<file path="config.mk">
export PLATFORM = sky130hd
export DESIGN_NAME = pca_mode_control
export DESIGN_NICKNAME = d
export VERILOG_FILES = /design/src/core/sync2.v /design/src/core/timebase_select_unit.v /design/src/core/pca_mode_control.v
export VERILOG_INCLUDE_DIRS = /design/src /design/src/core
export SDC_FILE = /design/constraint.sdc
export NUM_CORES = 1
export LEC_CHECK = 0
export BUFFER_PORTS_ARGS = -buffer_cell sky130_fd_sc_hd__buf_2
export CAP_MARGIN = 40
export CELL_PAD_IN_SITES_DETAIL_PLACEMENT = 1
export CELL_PAD_IN_SITES_GLOBAL_PLACEMENT = 1
export CORE_MARGIN = 2
export CORE_UTILIZATION = 39
export DETAILED_ROUTE_END_ITERATION = 12
export GPL_TIMING_DRIVEN = 0
export PLACE_DENSITY_LB_ADDON = 0.1
export RECOVER_POWER = 50
export SETUP_SLACK_MARGIN = 0.4
export SLEW_MARGIN = 20
export SYNTH_ARGS = -nofsm -noshare
export SYNTH_HDL_FRONTEND = slang
export SYNTH_HIERARCHICAL = 1
export SYNTH_SLANG_ARGS = --single-unit
</file>
<file path="constraint.sdc">
create_clock -name aclk -period 4.5 [get_ports aclk]
set_input_delay 0.225 -clock aclk [delete_from_list [all_inputs] [get_ports aclk]]
set_output_delay 0.225 -clock aclk [all_outputs]
set_load 0.01 [all_outputs]
</file>
<file path="src/core/pca_mode_regs.vh">
// register map, field positions, reset values and divider counts of the counter mode block
// assumes register indices are word indices: byte address = 4 * index
`ifndef PCA_MODE_REGS_VH
`define PCA_MODE_REGS_VH

// ****************************************
// register indices
// ****************************************
`define COUNTER_MODE_IDX   10'h0d9
`define RUN_CONTROL_IDX    10'h0e0
`define COUNTER_VALUE_IDX  10'h0e1
`define IRQ_STATUS_IDX     10'h0e2
`define IRQ_CLEAR_IDX      10'h0e3
`define IRQ_ENABLE_IDX     10'h0e4

// ****************************************
// counter_mode fields
// ****************************************
`define IDLE_SUSPEND_POS   7
`define WDT_ENABLE_POS     6
`define WDT_LOCK_POS       5
`define UNUSED_POS         4
`define TB_SELECT_HI       3
`define TB_SELECT_LO       1
`define OVF_IRQ_EN_POS     0

// ****************************************
// status, clear, enable and run control fields
// ****************************************
`define STAT_OVERFLOW_POS  0
`define STAT_WDT_POS       1
`define RUN_POS            0

// ****************************************
// reset values
// ****************************************
`define COUNTER_MODE_RST   8'h40
`define IRQ_ENABLE_RST     2'h0
`define RUN_CONTROL_RST    1'h0

// ****************************************
// timebase codes
// ****************************************
`define TB_SYS_DIV12       3'h0
`define TB_SYS_DIV4        3'h1
`define TB_TIMER0_OVF      3'h2
`define TB_EXT_FALL        3'h3
`define TB_SYS_CLK         3'h4
`define TB_EXT_DIV8        3'h5

// ****************************************
// divider counts
// ****************************************
`define DIV_SLOW_COUNT     4'hc
`define DIV_FAST_COUNT     4'h4
`define EXT_DIV_COUNT      4'h8

// ****************************************
// bus responses
// ****************************************
`define RESP_OKAY          2'h0
`define RESP_SLVERR        2'h2

`endif

</file>
<file path="src/core/sync2.v">
// two flip-flop synchroniser for a level arriving from outside the clock domain
// assumes a synchronous active-low reset on the same clock
`timescale 1ns/1ns
`default_nettype none

module sync2 (
   // clock and reset
   input  wire aclk,
   input  wire aresetn,
   // level in and out
   input  wire async_level,
   output reg  sync_level
);

   reg stage1;

   always @(posedge aclk) begin
      if (!aresetn) begin
         stage1     <= 1'b0;
         sync_level <= 1'b0;
      end else begin
         stage1     <= async_level;
         sync_level <= stage1;
      end
   end

endmodule

`default_nettype wire

</file>
<file path="src/core/timebase_select_unit.v">
// timebase source selection: one-cycle tick per counter increment
// assumes external levels are already synchronised to aclk
`timescale 1ns/1ns
`default_nettype none
`include "pca_mode_regs.vh"

module timebase_select_unit #(
   parameter [3:0] DIV_SLOW = `DIV_SLOW_COUNT,
   parameter [3:0] DIV_FAST = `DIV_FAST_COUNT,
   parameter [3:0] EXT_DIV  = `EXT_DIV_COUNT
) (
   // clock and reset
   input  wire       aclk,
   input  wire       aresetn,
   // source choice and events
   input  wire [2:0] select,
   input  wire       timer0_overflow,
   input  wire       ext_count_level,
   input  wire       ext_clock_level,
   // increment pulse
   output reg        tick
);

   reg  [3:0] slow_count;
   reg  [3:0] fast_count;
   reg  [3:0] ext_count;
   reg        count_prev;
   reg        clock_prev;
   reg        next_tick;
   wire       slow_wrap  = (slow_count == DIV_SLOW - 4'h1);
   wire       fast_wrap  = (fast_count == DIV_FAST - 4'h1);
   wire       count_fall = count_prev & ~ext_count_level;
   wire       clock_rise = ~clock_prev & ext_clock_level;
   wire       ext_wrap   = clock_rise & (ext_count == EXT_DIV - 4'h1);

   // ****************************************
   // prescalers and edge detection
   // ****************************************
   always @(posedge aclk) begin
      if (!aresetn) begin
         slow_count <= 4'h0;
         fast_count <= 4'h0;
         ext_count  <= 4'h0;
         count_prev <= 1'b0;
         // starts high, but sync2 resets low, so a clock pin idling high still gives one false rise just after reset
         clock_prev <= 1'b1;
         tick       <= 1'b0;
      end else begin
         slow_count <= slow_wrap ? 4'h0 : slow_count + 4'h1;
         fast_count <= fast_wrap ? 4'h0 : fast_count + 4'h1;
         if (clock_rise) begin
            ext_count <= ext_wrap ? 4'h0 : ext_count + 4'h1;
         end
         count_prev <= ext_count_level;
         clock_prev <= ext_clock_level;
         tick       <= next_tick;
      end
   end

   // ****************************************
   // source multiplexer
   // ****************************************
   always @* begin
      case (select)
         `TB_SYS_DIV12:  next_tick = slow_wrap;
         `TB_SYS_DIV4:   next_tick = fast_wrap;
         `TB_TIMER0_OVF: next_tick = timer0_overflow;
         `TB_EXT_FALL:   next_tick = count_fall;
         `TB_SYS_CLK:    next_tick = 1'b1;
         `TB_EXT_DIV8:   next_tick = ext_wrap;
         default:        next_tick = 1'b0;
      endcase
   end

endmodule

`default_nettype wire

</file>
<file path="src/core/pca_mode_control.v">
// counter mode control: mode register, 16-bit counter, watchdog enable and interrupt
// assumes an AXI4-Lite master on aclk and one outstanding read and write at most
`timescale 1ns/1ns
`default_nettype none
`include "pca_mode_regs.vh"

module pca_mode_control #(
   parameter ADDR_WIDTH = 12
) (
   // clock and reset
   input  wire                  aclk,
   input  wire                  aresetn,
   // write address channel
   input  wire [ADDR_WIDTH-1:0] awaddr,
   input  wire [2:0]            awprot,
   input  wire                  awvalid,
   output reg                   awready,
   // write data channel
   input  wire [31:0]           wdata,
   input  wire [3:0]            wstrb,
   input  wire                  wvalid,
   output reg                   wready,
   // write response channel
   output reg  [1:0]            bresp,
   output reg                   bvalid,
   input  wire                  bready,
   // read address channel
   input  wire [ADDR_WIDTH-1:0] araddr,
   input  wire [2:0]            arprot,
   input  wire                  arvalid,
   output reg                   arready,
   // read data channel
   output reg  [31:0]           rdata,
   output reg  [1:0]            rresp,
   output reg                   rvalid,
   input  wire                  rready,
   // system side
   input  wire                  cpu_idle,
   input  wire                  timer0_overflow,
   input  wire                  module2_match,
   // pins
   input  wire                  external_count_input,
   input  wire                  external_clock,
   // array side
   output reg  [15:0]           counter_value,
   output reg                   counter_overflow_flag,
   output reg                   watchdog_enable_bit,
   output reg                   watchdog_reset,
   output reg                   irq
);

   // ****************************************
   // helpers
   // ****************************************
   function [9:0] reg_index;
      input [ADDR_WIDTH-1:0] addr;
      begin
         reg_index = addr[11:2];
      end
   endfunction

   function mapped;
      input [9:0] idx;
      begin
         mapped = (idx == `COUNTER_MODE_IDX) || (idx == `RUN_CONTROL_IDX) ||
                  (idx == `COUNTER_VALUE_IDX) || (idx == `IRQ_STATUS_IDX) ||
                  (idx == `IRQ_CLEAR_IDX) || (idx == `IRQ_ENABLE_IDX);
      end
   endfunction

   // ****************************************
   // reset image
   // ****************************************
   // mode register reset value, taken apart field by field below
   localparam [7:0] MODE_RESET = `COUNTER_MODE_RST;

   // ****************************************
   // state
   // ****************************************
   reg                  idle_suspend;
   reg                  watchdog_lock_bit;
   reg [2:0]            timebase_select;
   reg                  overflow_irq_enable;
   reg                  run;
   reg                  watchdog_expired;
   reg [1:0]            irq_enable;
   reg                  aw_full;
   reg                  w_full;
   reg [ADDR_WIDTH-1:0] aw_addr;
   reg [31:0]           w_data;
   reg [3:0]            w_strb;
   reg [31:0]           next_rdata;
   reg [1:0]            next_rresp;

   wire       count_sync;
   wire       clock_sync;
   wire       tick;
   wire [9:0] w_idx      = reg_index(aw_addr);
   wire [9:0] r_idx      = reg_index(araddr);
   wire       do_write   = aw_full & w_full & ~bvalid;
   // an unaligned write is answered with an error and must change nothing
   wire       lane0      = do_write & w_strb[0] & (aw_addr[1:0] == 2'h0);
   wire       mode_wr    = lane0 & (w_idx == `COUNTER_MODE_IDX);
   wire       run_wr     = lane0 & (w_idx == `RUN_CONTROL_IDX);
   wire       clear_wr   = lane0 & (w_idx == `IRQ_CLEAR_IDX);
   wire       enable_wr  = lane0 & (w_idx == `IRQ_ENABLE_IDX);
   wire [7:0] mode_read  = {idle_suspend, watchdog_enable_bit, watchdog_lock_bit, 1'b0,
                            timebase_select, overflow_irq_enable};
   wire       advance    = tick & run & ~(idle_suspend & cpu_idle);
   wire       wrap       = advance & (counter_value == 16'hffff);

   // ****************************************
   // pin synchronisers and timebase
   // ****************************************
   sync2 count_sync_unit (
      .aclk        (aclk),
      .aresetn     (aresetn),
      .async_level (external_count_input),
      .sync_level  (count_sync)
   );

   sync2 clock_sync_unit (
      .aclk        (aclk),
      .aresetn     (aresetn),
      .async_level (external_clock),
      .sync_level  (clock_sync)
   );

   timebase_select_unit timebase (
      .aclk            (aclk),
      .aresetn         (aresetn),
      .select          (timebase_select),
      .timer0_overflow (timer0_overflow),
      .ext_count_level (count_sync),
      .ext_clock_level (clock_sync),
      .tick            (tick)
   );

   // ****************************************
   // write channels
   // ****************************************
   always @(posedge aclk) begin
      if (!aresetn) begin
         awready <= 1'b1;
         wready  <= 1'b1;
         aw_full <= 1'b0;
         w_full  <= 1'b0;
         aw_addr <= {ADDR_WIDTH{1'b0}};
         w_data  <= 32'h0000_0000;
         w_strb  <= 4'h0;
         bvalid  <= 1'b0;
         bresp   <= `RESP_OKAY;
      end else begin
         if (awvalid & awready) begin
            aw_addr <= awaddr;
            aw_full <= 1'b1;
            awready <= 1'b0;
         end
         if (wvalid & wready) begin
            w_data <= wdata;
            w_strb <= wstrb;
            w_full <= 1'b1;
            wready <= 1'b0;
         end
         if (bvalid & bready) begin
            bvalid <= 1'b0;
         end
         // lands only once both halves are held and the last answer has drained
         if (do_write) begin
            aw_full <= 1'b0;
            w_full  <= 1'b0;
            awready <= 1'b1;
            wready  <= 1'b1;
            bvalid  <= 1'b1;
            bresp   <= (mapped(w_idx) && aw_addr[1:0] == 2'h0) ? `RESP_OKAY : `RESP_SLVERR;
         end
      end
   end

   // ****************************************
   // mode, run and enable registers
   // ****************************************
   always @(posedge aclk) begin
      if (!aresetn) begin
         idle_suspend        <= MODE_RESET[`IDLE_SUSPEND_POS];
         watchdog_enable_bit <= MODE_RESET[`WDT_ENABLE_POS];
         watchdog_lock_bit   <= MODE_RESET[`WDT_LOCK_POS];
         timebase_select     <= MODE_RESET[`TB_SELECT_HI:`TB_SELECT_LO];
         overflow_irq_enable <= MODE_RESET[`OVF_IRQ_EN_POS];
         run                 <= `RUN_CONTROL_RST;
         irq_enable          <= `IRQ_ENABLE_RST;
      end else begin
         if (mode_wr) begin
            if (!watchdog_enable_bit) begin
               idle_suspend        <= w_data[`IDLE_SUSPEND_POS];
               timebase_select     <= w_data[`TB_SELECT_HI:`TB_SELECT_LO];
               overflow_irq_enable <= w_data[`OVF_IRQ_EN_POS];
            end
            // lock only sets; enable cannot be cleared while locked
            watchdog_lock_bit   <= watchdog_lock_bit | w_data[`WDT_LOCK_POS];
            watchdog_enable_bit <= w_data[`WDT_ENABLE_POS] |
                                   (watchdog_lock_bit & watchdog_enable_bit);
         end
         if (run_wr) begin
            run <= w_data[`RUN_POS];
         end
         if (enable_wr) begin
            irq_enable <= w_data[1:0];
         end
      end
   end

   // ****************************************
   // counter, flags and interrupt
   // ****************************************
   always @(posedge aclk) begin
      if (!aresetn) begin
         counter_value         <= 16'h0000;
         counter_overflow_flag <= 1'b0;
         watchdog_expired      <= 1'b0;
         watchdog_reset        <= 1'b0;
         irq                   <= 1'b0;
      end else begin
         if (advance) begin
            counter_value <= counter_value + 16'h0001;
         end
         // a set in the same cycle as a clear wins
         if (clear_wr & w_data[`STAT_OVERFLOW_POS]) begin
            counter_overflow_flag <= 1'b0;
         end
         if (wrap) begin
            counter_overflow_flag <= 1'b1;
         end
         if (clear_wr & w_data[`STAT_WDT_POS]) begin
            watchdog_expired <= 1'b0;
         end
         if (watchdog_enable_bit & module2_match) begin
            watchdog_expired <= 1'b1;
         end
         watchdog_reset <= watchdog_enable_bit & module2_match;
         irq <= (counter_overflow_flag & overflow_irq_enable & irq_enable[`STAT_OVERFLOW_POS]) |
                (watchdog_expired & irq_enable[`STAT_WDT_POS]);
      end
   end

   // ****************************************
   // read channels
   // ****************************************
   always @* begin
      next_rdata = 32'h0000_0000;
      next_rresp = `RESP_OKAY;
      if (araddr[1:0] != 2'h0) begin
         next_rresp = `RESP_SLVERR;
      end else begin
         case (r_idx)
            `COUNTER_MODE_IDX:  next_rdata = {24'h00_0000, mode_read};
            `RUN_CONTROL_IDX:   next_rdata = {31'h0000_0000, run};
            `COUNTER_VALUE_IDX: next_rdata = {16'h0000, counter_value};
            `IRQ_STATUS_IDX:    next_rdata = {30'h0000_0000, watchdog_expired,
                                              counter_overflow_flag};
            `IRQ_CLEAR_IDX:     next_rdata = 32'h0000_0000;
            `IRQ_ENABLE_IDX:    next_rdata = {30'h0000_0000, irq_enable};
            default:            next_rresp = `RESP_SLVERR;
         endcase
      end
   end

   always @(posedge aclk) begin
      if (!aresetn) begin
         arready <= 1'b1;
         rvalid  <= 1'b0;
         rdata   <= 32'h0000_0000;
         rresp   <= `RESP_OKAY;
      end else begin
         // read data are a snapshot taken at the address handshake
         if (arvalid & arready) begin
            arready <= 1'b0;
            rvalid  <= 1'b1;
            rdata   <= next_rdata;
            rresp   <= next_rresp;
         end
         if (rvalid & rready) begin
            rvalid  <= 1'b0;
            arready <= 1'b1;
         end
      end
   end

endmodule

`default_nettype wire

</file>
==> results of run 1 <==
-- how the worst max path moves through the flow --
stage                                start            endpoint  slack [ns]  depth (start not counted)
after CTS                 counter_value[0]   counter_value[12]        2.53                          6
final                     counter_value[0]   counter_value[12]        2.51                          6
after global routing           aw_addr[10]  timebase_select[2]        2.40                          5
after global placement             arvalid            rresp[1]        2.33                          5
after floorplan           counter_value[0]   counter_value[12]        2.67                          6
after detailed placement  counter_value[0]   counter_value[12]        2.55                          6
-- layer usage --
metal	vias to the layer above	routed length, µm
met5	-	0
met4	0	147
met3	13	624
met2	95	5320
met1	1818	5320
li1	1869	-
-- flip-flops by register name (all words and copies together) (netlist names), 2 cells and up --
| name | cells |
|---|---|
| aw_addr | 12 |
| counter_value | 16 |
| irq_enable | 2 |
| rdata | 16 |
| timebase/ext_count | 4 |
| timebase/fast_count | 4 |
| timebase/slow_count | 4 |
| timebase_select | 3 |
| w_data | 7 |
-- through the flow --
stage / cells / util, % / total power, mW / hold WS, ns
after CTS: 723 / 48.8 / 1.68 / 0.0489
after global routing: 723 / 48.3 / 1.73 / 0.0670
final: 723 / 48.3 / 1.66 / 0.0655
after detailed placement: 707 / 46.6 / 1.03 / 0.420
after floorplan: 487 / - / 0.979 / 0.298
after global placement: 706 / 46.5 / 1.03 / 0.410
-- layout make-up --
class                           count  share of cell area, %
Inverter                           11                  0.829
Timing Repair Buffer               84                   7.46
Sequential cell                    94                   37.8
Clock inverter                      6                   1.88
Multi-Input combinational cell    342                   40.9
Tap cell                          136                   3.42
Clock buffer                       10                   2.76
Buffer                             40                   4.95
-- where the power goes --
part	switching [mW]	internal (mW)	leakage [nW]
Combinational	0.0792	0.0567	1.06
Clock	0.313	0.332	0.113
Sequential	0.0196	0.857	0.765
-- layout by cell type, fill, tap and decap left out, drive strengths merged, types with 3 or more instances in the layout --
cell and n:
inv 12, mux2i 5, nand2 62, and3b 5, nor4 7, nor3b 3
or3b 3, or3 5, dfxtp 94, xnor2 9, and2 9, and3 7
nand3 25, nor2 32, nand3b 7, and4b 4, nand4 3, nand2b 3
conb 18, o21ai 23, a21boi 6, a21oi 40, ha 4, buf 66
or4 7, clkbuf 67, a32oi 10, a22oi 6, nor3 3, o31ai 6
and4 4
-- worst max-delay path: cells and delay by family (launching register included) --
family | cells | cell delay, ns
compound gates | 1 | 0.15
fa+ha+maj | 1 | 0.20
simple gates | 3 | 0.96
buf+inv | 1 | 0.15
flops | 1 | 0.46
-- kinds of logic after synthesis --
group / share of synthesized area [%]
AND/OR/NAND/NOR: 26.6
other: 0.0904
AO/OA/AOI/OAI: 16.4
buffers and inverters: 6.94
flip-flops: 45.4
XOR/XNOR: 1.90
adder cells (fa/ha/maj): 1.21
multiplexers: 1.48
==> results.json, run 1 <==
{
  "hold_viol": 0,
  "hp-start": "external_clock",
  "synth-seq-cells": 94,
  "cp_max_fo": 9,
  "ys_types": 62,
  "num-fill-cells": 1299,
  "totalWireLength_um": 11400,
  "dieArea_mm2": 0.0115,
  "hpwl_um": 8490,
  "rr_worst_depth": 6,
  "post-cts-setup-buffer-count": 0,
  "synth_top_area_share_pct": 45.4,
  "hold_buffers": 0,
  "ff_latch_area_mm2": 0.00188,
  "core_region_area_mm2": 0.0103,
  "cts_buffer_depth": 2,
  "grt_max_degree": 17,
  "hold_depth": 2,
  "cts_tree": "built",
  "postSynthCellCount": 470,
  "rsz0062_at_grt": "false",
  "synth-edff-count": 0,
  "syn_area_per_cell_um2": 8.82,
  "reg2reg_to": "counter_value[12]",
  "top_usage_layer": "met2",
  "grtUsageTotal_pct": 20.1,
  "worstSetupPathType": "flop to flop",
  "crit_required_ns": 4.79,
  "fp.dieH_um": 107,
  "ant_nets": 0,
  "report.final.slew_viol_count": 0,
  "fin_tns_setup_ns": 0,
  "grt_pass1_vias": 3730,
  "synth_largest_area_cell": "dfxtp_1",
  "nNetsFinal": 664,
  "cts_inserted_buffers": 9,
  "crit_slowest_cell": "or4_1",
  "synthFlopType": "dfxtp_1",
  "die_w_um": 107,
  "worst_slack_ns": 2.51,
  "vias": 3795,
  "r2r_setup_slack_ns": 2.51,
  "path_clk_slew_ns": 0.10,
  "cts_root_buf": "clkbuf_8",
  "status": "completed",
  "drv_cap": 0,
  "design_area_mm2": 0.00498,
  "antenna_found_initial": 0,
  "overflow": 0,
  "hold-path-endpoint": "clock_sync_unit/stage1",
  "drive_gt1_share_pct": 16.2,
  "start_util_pct": 40.2,
  "post-route-min-period_ns": 1.99,
  "firstDrtPassIters": 4,
  "ctsResizeCount": 0,
  "clock_latency_ns": 0.36,
  "synth.area.top_cells": "dfxtp_1 (45%), nand2_1 (5.6%), a21oi_1 (4.8%)",
  "multi_input_area_mm2": 0.00204,
  "async_flop_share_pct": 0,
  "synthToLayoutAreaGrowth_pct": 20.1,
  "use_met3_pct": 3.22,
  "fin_crit_sh_pct": 44.3,
  "antenna_cells": 0,
  "worst_pin_slew_ns": 0.736,
  "leakagePower_nw": 1.94,
  "cp-start-kind": "flop",
  "dp_slack_ns": 2.55,
  "globalplace.congestion": 0.791,
  "max_freq_mhz": 502,
  "cts_max_level": 3,
  "relSlewSlack_pct": 50.5,
  "dpl_cell_area_mm2": 0.00481,
  "drc": 0,
  "crit_chain": "ha_1 -> nand2_1 -> or3_4 -> buf_6 -> or4_1 -> a21oi_1",
  "setup-violations-final": 0,
  "grt_pass1_wl_um": 18400,
  "port_buffers": 83,
  "hold_path.class": "input port to flop",
  "pwr_density_cell_mw_per_mm2": 333,
  "crit_arrival_ns": 2.29,
  "drt_iter0_drc": 107,
  "critPathMaxStageDelay_ns": 0.51,
  "ys_seq_area_share_pct": 45.4,
  "pin_count": 139,
  "wire_per_inst_um": 15.8,
  "ys_top_cells_by_count": "dfxtp_1 (94), nand2_1 (62), a21oi_1 (40), nor2_1 (32), nand3_1 (25)",
  "cts.sinks": 94,
  "synth_warnings": 6,
  "synth.most_common_cell": "dfxtp_1",
  "syn-cell-area_mm2": 0.00415,
  "timing.rr.start": "counter_value[0]",
  "std_cell_rows": 37,
  "critPathCaptureType": "flop",
  "vias_per_cell": 5.25,
  "ir_drop_v": 0.000121,
  "grtUsageMet2_pct": 33.1,
  "fin_skew_ns": 0.00972,
  "gr-usage-met1_pct": 26.8
}
No activity file was read; power rests on OpenSTA's default activity.
==> run 2: changes to the inputs <==
--- a/config.mk
+++ b/config.mk
@@ -6,12 +6,13 @@
 export SDC_FILE = /design/constraint.sdc
 export NUM_CORES = 1
 export LEC_CHECK = 0
+export ABC_AREA = 1
 export BUFFER_PORTS_ARGS = -buffer_cell sky130_fd_sc_hd__buf_2
 export CAP_MARGIN = 40
 export CELL_PAD_IN_SITES_DETAIL_PLACEMENT = 1
 export CELL_PAD_IN_SITES_GLOBAL_PLACEMENT = 1
 export CORE_MARGIN = 2
-export CORE_UTILIZATION = 39
+export CORE_UTILIZATION = 32
 export DETAILED_ROUTE_END_ITERATION = 12
 export GPL_TIMING_DRIVEN = 0
 export PLACE_DENSITY_LB_ADDON = 0.1
==> constraint.sdc (replaced) <==
create_clock -name aclk -period 1.6 [get_ports aclk]
set_input_delay 0.08 -clock aclk [delete_from_list [all_inputs] [get_ports aclk]]
set_output_delay 0.08 -clock aclk [all_outputs]
set_load 0.01 [all_outputs]
==> run 2 against run 1 <==
Net effect:
- critical path depth increased by 2
- core utilization down 3.7 points
- hold slack worse by 0.062 ns
==> results.json, run 2 <==
{
  "setup-violations-final": 0,
  "critPathMaxStageDelay_ns": 0.42,
  "vias": 4257,
  "cts_max_level": 3,
  "fp.dieH_um": 119,
  "synth.area.top_cells": "dfxtp_1 (44%), nand2_1 (8.5%), nor2_1 (6.3%)",
  "synth-seq-cells": 94,
  "power_mw": 5.25,
  "grt_pass1_vias": 4143,
  "path_clk_slew_ns": 0.07,
  "synthFlopType": "dfxtp_1",
  "final_common_cell": "nand2_1",
  "start_util_pct": 32.4,
  "final_cell_mix": "nand2_1 (90), dfxtp_1 (80), nor2_1 (69)",
  "path_buf_inv": 3,
  "fin_skew_ns": 0.00693,
  "gr-usage-met1_pct": 21.7,
  "ys_seq_area_share_pct": 44.1,
  "hold-path-endpoint": "aw_addr[1]",
  "report.final.slew_viol_count": 0,
  "syn_area_per_cell_um2": 7.39,
  "grtUsageMet2_pct": 31.0,
  "ant_nets": 0,
  "antenna_found_initial": 0,
  "rsz0062_at_grt": "true",
  "hpwl_um": 9210,
  "wire_per_inst_um": 14.3,
  "die_w_um": 119,
  "grt_max_degree": 15,
  "critPathCaptureType": "flop",
  "vias_per_cell": 4.68,
  "synth_top_area_share_pct": 44.1,
  "syn-cell-area_mm2": 0.00426,
  "std_cell_rows": 42,
  "post-route-min-period_ns": 1.43,
  "crit_required_ns": 1.83,
  "design_area_mm2": 0.00585,
  "status": "completed",
  "max_freq_mhz": 700,
  "dp_slack_ns": -0.0173,
  "top_regs": "counter_value x16, rdata x16, aw_addr x12",
  "synth_warnings": 6,
  "leakagePower_nw": 2.54,
  "cp_top_family": "flip-flops",
  "reg2reg_to": "counter_value[4]",
  "drive_gt1_share_pct": 29.3,
  "nNetsFinal": 811,
  "cts_buffer_depth": 2,
  "port_buffers": 86,
  "cp-start-kind": "flop",
  "r2r_setup_slack_ns": 0.17,
  "cts_tree": "built",
  "drc": 0,
  "hold_path.class": "input port to flop",
  "timing.rr.start": "counter_value[1]",
  "postSynthCellCount": 577,
  "rr_worst_depth": 8,
  "synthToLayoutAreaGrowth_pct": 37.2,
  "globalplace.congestion": 0.760,
  "grt_pass1_wl_um": 20200,
  "totalWireLength_um": 13000,
  "cts.sinks": 94,
  "antenna_cells": 0,
  "ys_types": 40,
  "async_flop_share_pct": 0,
  "drt_iter0_drc": 139,
  "fin_util_pct": 44.5,
  "hold_depth": 3,
  "synth_largest_area_cell": "dfxtp_1",
  "firstDrtPassIters": 4,
  "synth-edff-count": 0,
  "pin_count": 139,
  "worstSetupPathType": "flop to flop",
  "ir_drop_v": 0.000409,
  "grtUsageTotal_pct": 17.8,
  "dp.cells": 856,
  "cts_inserted_buffers": 9,
  "drv_cap": 0,
  "use_met3_pct": 2.78,
  "top_usage_layer": "met2",
  "crit_slowest_cell": "dfxtp_1",
  "crit_arrival_ns": 1.66,
  "worst_slack_ns": 0.171,
  "hp-start": "awaddr[1]",
  "cts_root_buf": "clkbuf_16",
  "dieArea_mm2": 0.0143,
  "pwr_density_cell_mw_per_mm2": 897,
  "core_region_area_mm2": 0.0131,
  "fin_cells": 909,
  "crit_chain": "ha_4 -> inv_2 -> nor3_4 -> buf_4 -> buf_6 -> nand2_4 -> o21ai_2 -> a21oi_1",
  "clock_latency_ns": 0.35,
  "synth.most_common_cell": "nand2_1",
  "hold_viol": 0,
  "fin_crit_sh_pct": 89.3,
  "dpl_cell_area_mm2": 0.00503,
  "overflow": 0,
  "cp_max_fo": 3,
  "ys_top_cells_by_count": "nand2_1 (96), dfxtp_1 (94), nor2_1 (72), inv_1 (65), a21oi_1 (49)"
}
## run 2: cell types whose count changed in the layout (fill, tap and decap cells not counted), sizes merged, moves of 13 or more
cell	previous run	this run
inv	12	69
nor2	32	82
buf	66	110
nand2	62	103
nand3	25	46
o21ai	23	43
nand4	3	21
clkbuf	67	54
## run 2: worst register-to-register path, stage by stage (launching register included)
cell	delay, ns
dfxtp_1	0.42
ha_4	0.17
inv_2	0.05
nor3_4	0.17
buf_4	0.15
buf_6	0.10
nand2_4	0.06
o21ai_2	0.14
a21oi_1	0.05
## run 2: final cells by class
type	instances	area, µm²
fill	1677	7290
multi-input combinational	398	2210
sequential	94	1910
timing repair buffer	124	721
clock buffer	14	295
inverter	70	273
tap	176	220
buffer	32	216
clock inverter	1	8.76
## run 2: worst max path at each step
| stage | to | cells after the start | startpoint |
|---|---|---|---|
| floorplan | counter_overflow_flag | 9 | bvalid |
| global placement | irq | 5 | aresetn |
| detailed placement | irq | 5 | aresetn |
| CTS | watchdog_enable_bit | 7 | aw_addr[7] |
| global route | counter_value[4] | 8 | counter_value[1] |
| finish | counter_value[4] | 8 | counter_value[1] |
## run 2: cells by family after synthesis
| family | count (synthesis) | synth area share (%) |
|---|---|---|
| xor gates and xnor gates | 2 | 0.411 |
| adders and majority gates | 4 | 1.17 |
| AOI/OAI and AO/OA | 100 | 12.2 |
| DFF | 94 | 44.1 |
| and+or+nand+nor | 274 | 31.1 |
| other | 1 | 0.0880 |
| buffers and inverters | 102 | 10.8 |
## run 2: report_power, final
group,internal [mW],switching [mW]
Combinational,0.219,0.326
Clock,1.28,0.930
Sequential,2.43,0.0688
## run 2: stage by stage
step	setup TNS, ns	hold WS (ns)
after floorplan	0	0.173
final	0	0.00369
after global placement	0	0.261
after CTS	0	0.00330
after global routing	0	0.0122
after detailed placement	-0.0173	0.271
## run 2: timing repair
action	CTS	global route
endpoints found under the hold margin	6	0
setup endpoints to repair	42	56
pin swaps	22	25
gates resized for setup	45	63
cloned	1	1
setup buffers	15	15
hold buffers	6	0
## run 2: per-layer routing
layer | routed length [µm] | vias to the layer above
li1 | - | 2154
met1 | 5670 | 1999
met2 | 6550 | 84
met3 | 457 | 20
met4 | 277 | 0
met5 | 0 | -
